--- src/inc/tdc_pkg.sv ---
// Shared constants and carriers for the tone dialer disable/output control.
// Assumes a single 40 MHz core clock and a synchronous active-high reset.
`default_nettype none
package tdc_pkg;
  localparam int NUM_ROWS = 4;
  localparam int NUM_COLS = 4;
  localparam int REF_DIV = 2;
  localparam logic [7:0] LOW_GROUP_FREQ_HZ [4] = '{8'h00, 8'h00, 8'h00, 8'h00};

  typedef enum logic [1:0] {
    TDC_IDLE = 2'b00,
    TDC_SCAN = 2'b01,
    TDC_TONE = 2'b10
  } tdc_state_e;

  // Tone selection handed to the synthesis stage
  typedef struct packed {
    logic low_en;
    logic high_en;
    logic [1:0] row_sel;
    logic [1:0] col_sel;
  } tdc_tone_s;
endpackage : tdc_pkg
`default_nettype wire

--- src/tdc_key_decode.sv ---
// Key matrix decoder: turns row and column levels into a tone selection.
// Assumes rows and columns are already synchronous to the core clock.
`timescale 1ns/10ps
`default_nettype none
module tdc_key_decode #(
  parameter int ROWS = tdc_pkg::NUM_ROWS,
  parameter int COLS = tdc_pkg::NUM_COLS
) (
  input wire logic [ROWS-1:0] rows_in,
  input wire logic [COLS-1:0] cols_in,
  input wire logic single_permit_in,
  output var tdc_pkg::tdc_tone_s tone_out
);
  logic [2:0] row_cnt;
  logic [2:0] col_cnt;
  logic [1:0] row_idx;
  logic [1:0] col_idx;

  always_comb begin
    row_cnt = 3'h0;
    col_cnt = 3'h0;
    row_idx = 2'h0;
    col_idx = 2'h0;
    for (int i = 0; i < ROWS; i++) begin
      if (rows_in[i]) begin
        row_cnt = row_cnt + 3'h1;
        row_idx = i[1:0];
      end
    end
    for (int j = 0; j < COLS; j++) begin
      if (cols_in[j]) begin
        col_cnt = col_cnt + 3'h1;
        col_idx = j[1:0];
      end
    end
  end

  always_comb begin
    tone_out = '0;
    tone_out.row_sel = row_idx;
    tone_out.col_sel = col_idx;
    if (row_cnt == 3'h1 && col_cnt == 3'h1) begin
      tone_out.low_en = 1'b1;
      tone_out.high_en = 1'b1;
    end else if (row_cnt == 3'h1 && col_cnt != 3'h1) begin
      // Lone row or two keys in one row
      tone_out.low_en = single_permit_in;
    end else if (row_cnt == 3'h2 && col_cnt == 3'h1) begin
      tone_out.high_en = single_permit_in;
    end
    // Anything else, e.g. two keys sharing nothing, stays silent
  end
endmodule : tdc_key_decode
`default_nettype wire

--- src/tdc_control.sv ---
// Disable and output control of a keypad tone generator.
// Assumes keypad levels are synchronous to CORE_CLK_IN; pads resolve enables.
`timescale 1ns/10ps
`default_nettype none
// Overview of operation
// Disable input is active high.
// Disabled: tone output held low.
// Disabled: keypad pins released, pulls off.
// Disabled: oscillator stopped, no scanning.
// Disabled device looks disconnected from keypad.
// Disable input has internal pull-down.
// No key: mute low, line drive active.
// Key held: mute high, line drive released.
// Disabled: mute low, line drive active.
// High row signals closure, starts scan.
// Oscillator runs only with row; ref/2.
// Row plus column gives dual tone.
// Lone row or shared line: single tone.
// Disabling clears key and scan state.
module tdc_control (
  input wire logic CORE_CLK_IN,
  input wire logic RST_IN,
  input wire logic DEVICE_DISABLE_IN,
  input wire logic SINGLE_TONE_PERMIT_IN,
  input wire logic [tdc_pkg::NUM_ROWS-1:0] ROW_IN,
  input wire logic [tdc_pkg::NUM_COLS-1:0] COL_IN,
  output logic [tdc_pkg::NUM_ROWS-1:0] ROW_PULLDOWN_EN_OUT,
  output logic [tdc_pkg::NUM_COLS-1:0] COL_PULLUP_EN_OUT,
  output logic DISABLE_PULLDOWN_EN_OUT,
  output logic OSC_RUN_OUT,
  output logic REF_HALF_OUT,
  output logic TONE_ACTIVE_OUT,
  output var tdc_pkg::tdc_tone_s TONE_SEL_OUT,
  output logic MUTE_OUT,
  output logic LINE_DRIVE_OUT,
  output logic LINE_DRIVE_OE_N_OUT
);
  tdc_pkg::tdc_state_e state;
  tdc_pkg::tdc_state_e next_state;
  logic ref_half;
  logic next_ref_half;
  tdc_pkg::tdc_tone_s tone;
  tdc_pkg::tdc_tone_s next_tone;
  logic mute;
  logic next_mute;
  tdc_pkg::tdc_tone_s decoded;
  logic any_row;
  logic disabled;

  // ********************************************
  // Key detection and decode
  // ********************************************
  assign disabled = DEVICE_DISABLE_IN;
  assign any_row = |ROW_IN;

  tdc_key_decode #(
    .ROWS(tdc_pkg::NUM_ROWS),
    .COLS(tdc_pkg::NUM_COLS)
  ) u_decode (
    .rows_in(ROW_IN),
    .cols_in(COL_IN),
    .single_permit_in(SINGLE_TONE_PERMIT_IN),
    .tone_out(decoded)
  );

  // ********************************************
  // Scan state, reference divider, outputs
  // ********************************************
  always_comb begin
    next_state = state;
    next_ref_half = ref_half;
    next_tone = tone;
    next_mute = mute;
    if (disabled) begin
      // Drop everything so re-enable starts from idle
      next_state = tdc_pkg::TDC_IDLE;
      next_ref_half = 1'b0;
      next_tone = '0;
      next_mute = 1'b0;
    end else begin
      unique case (state)
        tdc_pkg::TDC_IDLE: begin
          next_tone = '0;
          next_mute = 1'b0;
          if (any_row) begin
            next_state = tdc_pkg::TDC_SCAN;
          end
        end
        tdc_pkg::TDC_SCAN: begin
          next_ref_half = ~ref_half;
          // A row gone before the scan ends must not leave a mute pulse
          next_mute = any_row;
          next_tone = decoded;
          next_state = any_row ? tdc_pkg::TDC_TONE : tdc_pkg::TDC_IDLE;
        end
        tdc_pkg::TDC_TONE: begin
          next_ref_half = ~ref_half;
          next_tone = decoded;
          next_mute = any_row;
          if (!any_row) begin
            next_state = tdc_pkg::TDC_IDLE;
            next_tone = '0;
            next_ref_half = 1'b0;
          end
        end
        default: begin
          next_state = tdc_pkg::TDC_IDLE;
        end
      endcase
    end
  end

  always_ff @(posedge CORE_CLK_IN) begin
    if (RST_IN) begin
      state <= tdc_pkg::TDC_IDLE;
      ref_half <= 1'b0;
      tone <= '0;
      mute <= 1'b0;
    end else begin
      state <= next_state;
      ref_half <= next_ref_half;
      tone <= next_tone;
      mute <= next_mute;
    end
  end

  // ********************************************
  // Pin-facing outputs
  // ********************************************
  // Pulls gate off the moment disable is seen, not a cycle later
  assign ROW_PULLDOWN_EN_OUT = {tdc_pkg::NUM_ROWS{~disabled}};
  assign COL_PULLUP_EN_OUT = {tdc_pkg::NUM_COLS{~disabled}};
  assign DISABLE_PULLDOWN_EN_OUT = 1'b1;
  assign OSC_RUN_OUT = (state != tdc_pkg::TDC_IDLE) && !disabled;
  assign REF_HALF_OUT = ref_half;
  assign TONE_SEL_OUT = tone;
  assign TONE_ACTIVE_OUT = (tone.low_en | tone.high_en) && !disabled;
  assign MUTE_OUT = mute;
  assign LINE_DRIVE_OUT = 1'b1;
  assign LINE_DRIVE_OE_N_OUT = mute;

  // ********************************************
  // Checks
  // ********************************************
  chk_disable_tone_low: assert property (
    @(posedge CORE_CLK_IN) disable iff (RST_IN)
    DEVICE_DISABLE_IN |-> !TONE_ACTIVE_OUT)
    else $error("tone active while disabled");
  chk_disable_pulls_off: assert property (
    @(posedge CORE_CLK_IN) disable iff (RST_IN)
    DEVICE_DISABLE_IN |-> (ROW_PULLDOWN_EN_OUT == '0 && COL_PULLUP_EN_OUT == '0))
    else $error("keypad pulls on while disabled");
  chk_disable_osc_stop: assert property (
    @(posedge CORE_CLK_IN) disable iff (RST_IN)
    DEVICE_DISABLE_IN |-> !OSC_RUN_OUT)
    else $error("oscillator runs while disabled");
  chk_disable_ref_stop: assert property (
    @(posedge CORE_CLK_IN) disable iff (RST_IN)
    DEVICE_DISABLE_IN |=> !REF_HALF_OUT)
    else $error("reference divider left running while disabled");
  chk_disable_mute_idle: assert property (
    @(posedge CORE_CLK_IN) disable iff (RST_IN)
    DEVICE_DISABLE_IN |=> (!MUTE_OUT && !LINE_DRIVE_OE_N_OUT))
    else $error("mute or line drive wrong after disable");
  chk_no_key_idle: assert property (
    @(posedge CORE_CLK_IN) disable iff (RST_IN)
    (!DEVICE_DISABLE_IN && ROW_IN == '0)[*2] |-> (!MUTE_OUT && !LINE_DRIVE_OE_N_OUT))
    else $error("mute high with no key");
  chk_release_idle: assert property (
    @(posedge CORE_CLK_IN) disable iff (RST_IN)
    (!DEVICE_DISABLE_IN && state != tdc_pkg::TDC_IDLE && ROW_IN == '0)
    |=> (!MUTE_OUT && !OSC_RUN_OUT && !TONE_SEL_OUT.low_en && !TONE_SEL_OUT.high_en))
    else $error("key release did not return to idle");
  chk_key_mutes: assert property (
    @(posedge CORE_CLK_IN) disable iff (RST_IN)
    (!DEVICE_DISABLE_IN && ROW_IN != '0)[*3] |-> (MUTE_OUT && LINE_DRIVE_OE_N_OUT))
    else $error("key held but not muted");
  chk_row_starts_scan: assert property (
    @(posedge CORE_CLK_IN) disable iff (RST_IN)
    (!DEVICE_DISABLE_IN && ROW_IN != '0)[*2] |-> OSC_RUN_OUT)
    else $error("row active but oscillator idle");
  chk_ref_halves: assert property (
    @(posedge CORE_CLK_IN) disable iff (RST_IN)
    (OSC_RUN_OUT && $past(OSC_RUN_OUT) && state == tdc_pkg::TDC_TONE && any_row)
    |=> (REF_HALF_OUT != $past(REF_HALF_OUT)))
    else $error("reference not halved");
  chk_osc_needs_row: assert property (
    @(posedge CORE_CLK_IN) disable iff (RST_IN)
    ROW_IN == '0 |=> !OSC_RUN_OUT)
    else $error("oscillator runs with no row active");
  chk_reenable_idle: assert property (
    @(posedge CORE_CLK_IN) disable iff (RST_IN)
    DEVICE_DISABLE_IN |=> (state == tdc_pkg::TDC_IDLE && TONE_SEL_OUT == '0))
    else $error("state kept across disable");

  // ********************************************
  // Tone selection checks
  // ********************************************
  // Antecedents wait for the tone state so a fresh key is not judged early
  chk_dual_tone: assert property (
    @(posedge CORE_CLK_IN) disable iff (RST_IN)
    (state == tdc_pkg::TDC_TONE && !DEVICE_DISABLE_IN && any_row && $onehot(ROW_IN)
    && $onehot(COL_IN)) |=> (TONE_SEL_OUT.low_en && TONE_SEL_OUT.high_en))
    else $error("dual tone missing");
  chk_dual_index: assert property (
    @(posedge CORE_CLK_IN) disable iff (RST_IN)
    (state == tdc_pkg::TDC_TONE && !DEVICE_DISABLE_IN && $onehot(ROW_IN)
    && $onehot(COL_IN))
    |=> ($past(ROW_IN) == (4'h1 << TONE_SEL_OUT.row_sel)
    && $past(COL_IN) == (4'h1 << TONE_SEL_OUT.col_sel)))
    else $error("dual tone selects wrong row or column");
  chk_split_keys_silent: assert property (
    @(posedge CORE_CLK_IN) disable iff (RST_IN)
    (state == tdc_pkg::TDC_TONE && !DEVICE_DISABLE_IN
    && $countones(ROW_IN) == 2 && $countones(COL_IN) == 2)
    |=> (!TONE_SEL_OUT.low_en && !TONE_SEL_OUT.high_en))
    else $error("keys sharing no line gave a tone");
  chk_lone_row_low: assert property (
    @(posedge CORE_CLK_IN) disable iff (RST_IN)
    (state == tdc_pkg::TDC_TONE && !DEVICE_DISABLE_IN && SINGLE_TONE_PERMIT_IN
    && $onehot(ROW_IN) && COL_IN == '0)
    |=> (TONE_SEL_OUT.low_en && !TONE_SEL_OUT.high_en))
    else $error("lone row gave no low tone");
  chk_shared_col_high: assert property (
    @(posedge CORE_CLK_IN) disable iff (RST_IN)
    (state == tdc_pkg::TDC_TONE && !DEVICE_DISABLE_IN && SINGLE_TONE_PERMIT_IN
    && $countones(ROW_IN) == 2 && $onehot(COL_IN))
    |=> (TONE_SEL_OUT.high_en && !TONE_SEL_OUT.low_en))
    else $error("two keys in one column gave no high tone");
  // Without the permit only a clean dual key may sound
  chk_permit_blocks: assert property (
    @(posedge CORE_CLK_IN) disable iff (RST_IN)
    (state == tdc_pkg::TDC_TONE && !DEVICE_DISABLE_IN && !SINGLE_TONE_PERMIT_IN
    && !($onehot(ROW_IN) && $onehot(COL_IN)))
    |=> (!TONE_SEL_OUT.low_en && !TONE_SEL_OUT.high_en))
    else $error("single tone sounded without permit");
endmodule : tdc_control
`default_nettype wire

--- config.mk ---
export PLATFORM = sky130hd
export DESIGN_NAME = tdc_control
export DESIGN_NICKNAME = d
export VERILOG_FILES = /design/src/inc/tdc_pkg.sv /design/src/tdc_key_decode.sv /design/src/tdc_control.sv
export SDC_FILE = /design/constraint.sdc
export NUM_CORES = 1
export LEC_CHECK = 0
export BUFFER_PORTS_ARGS = -buffer_cell sky130_fd_sc_hd__buf_4
export CORE_MARGIN = 3
export CORE_UTILIZATION = 50
export CTS_CLUSTER_SIZE = 28
export DETAILED_ROUTE_END_ITERATION = 10
export MAX_ROUTING_LAYER = met4
export PLACE_DENSITY = 0.79
export SYNTH_ARGS = -nofsm -noshare
export SYNTH_HDL_FRONTEND = slang
export SYNTH_HIERARCHICAL = 1
export SYNTH_SLANG_ARGS = --single-unit
--- constraint.sdc ---
create_clock -name CORE_CLK_IN -period 2.9 [get_ports CORE_CLK_IN]
set_input_delay 0.435 -clock CORE_CLK_IN [delete_from_list [all_inputs] [get_ports CORE_CLK_IN]]
set_output_delay 0.435 -clock CORE_CLK_IN [all_outputs]
set_load 0.005 [all_outputs]
==> reports/results.tsv <==
metric	value	unit
status	finished clean	
grt_pass1_vias	859	
grt-ovfl-total	0	
grt_pass1_wl	3510	µm
critPathTopFamily	simple AND/OR/NAND/NOR gates	
cp.depth	12	
placed_area	1150	µm²
die_width	50.6	µm
yosys.area.top_type	dfxtp_1	
die-area	2560	µm²
whs_path_depth	2	
antenna_found_initial	0	
hold_start	REF_HALF_OUT	
cap_violations	0	
criticalPathCategory	primary input to register	
cp.arrival	2.56	ns
vdd_drop_max	284	µV
period_needed	2.37	ns
fin_util	65.7	%
fin_crit_sh	81.6	%
drive_above_1_share	26.4	%
clkTransAtPathRegs	0.07	ns
max_slew_margin	51.4	%
fin_area	1180	µm²
path_max_fanout	4	
wl_per_cell	12.2	µm
core	1800	µm²
wl_met1	965	µm
leakage	0.548	nW
synth_flop_cell	dfxtp_1	
max_freq	0.423	GHz
track_usage	17.5	%
synth_top_area_share	20.2	%
yosysSeqAreaShare	20.2	%
crit_chain	buf_4, inv_1, ha_1, xor2_1, ha_1, nand3b_1, o211a_1, nor3_2, and3_1, nor2b_1, a32oi_1, a21oi_1	
numCtsBuffers	3	
worst-path-buf-inv	2	
wirelength	2060	µm
fill_cells	146	
multiInputGateArea	657	µm²
postSynthAreaPerCell	7.95	µm²
cts.sinks	10	
cpMaxStageDelayCell	ha_1	
avgViaCountPerCell	5.50	
r2r_start	state[0]	
highest_layer	met4	
diodes	0	
ys_ff_latch	10	
hold_end	REF_HALF_OUT	
grt_max_degree	15	
yosysUniqueCellTypes	38	
io_buffers	30	
synth_cells	125	
cts_root_buf	clkbuf_4	
setup_viol	0	
synth_edf_count	0	
rsz0062_at_grt	no	
power	0.399	mW
ys_warn_count	6	
r2r_slack	1.14	ns
setup_tns	0	ns
fin_nets	168	
crit_required	3.10	ns
ant_nets	0	
wl_met2	925	µm
fin_skew	0.000175	ns
cts_tree	yes	
area_delta_synth_final	19.1	%
dr.pass1.iters	4	
reg2reg_depth	5	
cts_setup_buffers	0	
seq_area	200	µm²
post_synth_main_area_contributors	dfxtp_1 (20%), ha_1 (14%), buf_4 (7.6%)	
pwr_density_cell	337	nW/µm²
pin_count	33	
num_rows	15	
maxSlewViolCount	0	
cts_buffer_depth	2	
h-tree-depth	1	
cts_resized	0	
vias	929	
die_h	50.6	µm
synthArstFlopShare	0	%
postCtsHoldBufs	0	
mappedNetlistArea	993	µm²
timing.rr.end	LINE_DRIVE_OE_N_OUT	
start_util	55.1	%
hold_viol	0	
tightest_slew	0.723	ns
start_kind	primary input	
clk_latency	0.26	ns
drcViolationCount	0	
cp_common_cell	ha_1	
drt_iter0_drc	24	
dp_hpwl	1530	µm
critPathMaxStageDelay	0.34	ns
end_kind	register	
worstHoldPathType	register to register	
route.met3.wl	139	µm
routabilityCongestion	0.722	
==> cell usage in the layout, fill, tap and decap left out, types with 2 or more instances in the layout <==
cell type,instances
nor2b_1,6
inv_1,9
a32oi_1,6
nand2_1,11
nand2b_1,3
ha_1,11
nand3_1,2
clkbuf_4,3
o211a_1,2
a21oi_1,9
conb_1,2
a211o_1,4
nor2_1,7
dfxtp_1,10
nand4_1,6
buf_4,30
xor2_1,3
==> cell usage after synthesis, types with 2 or more instances <==
library cell,number
ha_1,11
nand2_1,11
buf_4,10
dfxtp_1,10
a21oi_1,9
inv_1,9
nor2_1,7
a32oi_1,6
nand4_1,6
nor2b_1,6
a211o_1,4
clkbuf_1,4
nand2b_1,3
xor2_1,3
nand3_1,2
o211a_1,2
==> cell type report <==
| type | count | share of cell area [%] |
|---|---|---|
| well taps | 25 | 2.64 |
| inverters | 9 | 2.85 |
| repair buffers | 30 | 19.0 |
| clock buffers | 4 | 3.07 |
| flip-flops and latches | 10 | 16.9 |
| multi-input cells | 91 | 55.5 |
==> layer usage <==
layer	vias up	global-route usage, %
met2	41	30.2
met1	419	20.0
li1	465	-
met4	0	6.28
met5	-	-
met3	4	3.56
==> worst max path at each step <==
| stage | from | end | slack (ns) |
|---|---|---|---|
| CTS | COL_IN[0] | TONE_SEL_OUT[4] | 0.57 |
| global placement | COL_IN[0] | TONE_SEL_OUT[5] | 0.39 |
| floorplan | COL_IN[0] | TONE_SEL_OUT[5] | 0.57 |
| finish | COL_IN[0] | TONE_SEL_OUT[4] | 0.53 |
| global route | COL_IN[0] | TONE_SEL_OUT[4] | 0.45 |
| detailed placement | COL_IN[0] | TONE_SEL_OUT[4] | 0.31 |
==> worst register-to-register path, cell delays in order, from the launching register on <==
cell	delay [ns]
dfxtp_1	0.40
inv_1	0.10
ha_1	0.55
inv_1	0.14
or3_1	0.36
a21oi_1	0.14
==> sequential cells by signal (all words and copies together), names as in the netlist <==
signal,flops
TONE_SEL_OUT,6
REF_HALF_OUT,1
state,2
LINE_DRIVE_OE_N_OUT,1
==> power by group <==
group / leakage (nW) / internal, mW / switching [mW]
sequential: 0.0810 / 0.140 / 0.00297
clock: 0.0210 / 0.0762 / 0.0492
combinational: 0.446 / 0.0645 / 0.0660
==> kinds of logic (layout without fill, tap and decap cells) <==
| kind of cell | Yosys count | in the layout | share of synthesized area (%) |
|---|---|---|---|
| other | 1 | 2 | 0.377 |
| flip-flops | 10 | 10 | 20.2 |
| buffers and inverters | 25 | 43 | 14.1 |
| multiplexers | 1 | 1 | 1.01 |
| AND/OR/NAND/NOR | 46 | 46 | 25.2 |
| XOR/XNOR | 5 | 5 | 5.79 |
| AO/OA/AOI/OAI | 26 | 26 | 19.5 |
| adder cells (fa/ha/maj) | 11 | 11 | 13.9 |
==> through the flow <==
stage / cells / hold WS [ns] / setup slack [ns]
2_1_floorplan: 126 / 0.461 / 0.569
3_3_place_gp: 165 / 0.461 / 0.385
3_5_place_dp: 165 / 0.469 / 0.309
4_1_cts: 169 / 0.481 / 0.569
5_1_grt: 169 / 0.514 / 0.448
6_report: 169 / 0.480 / 0.535
Power figures use the tool's default switching activity.
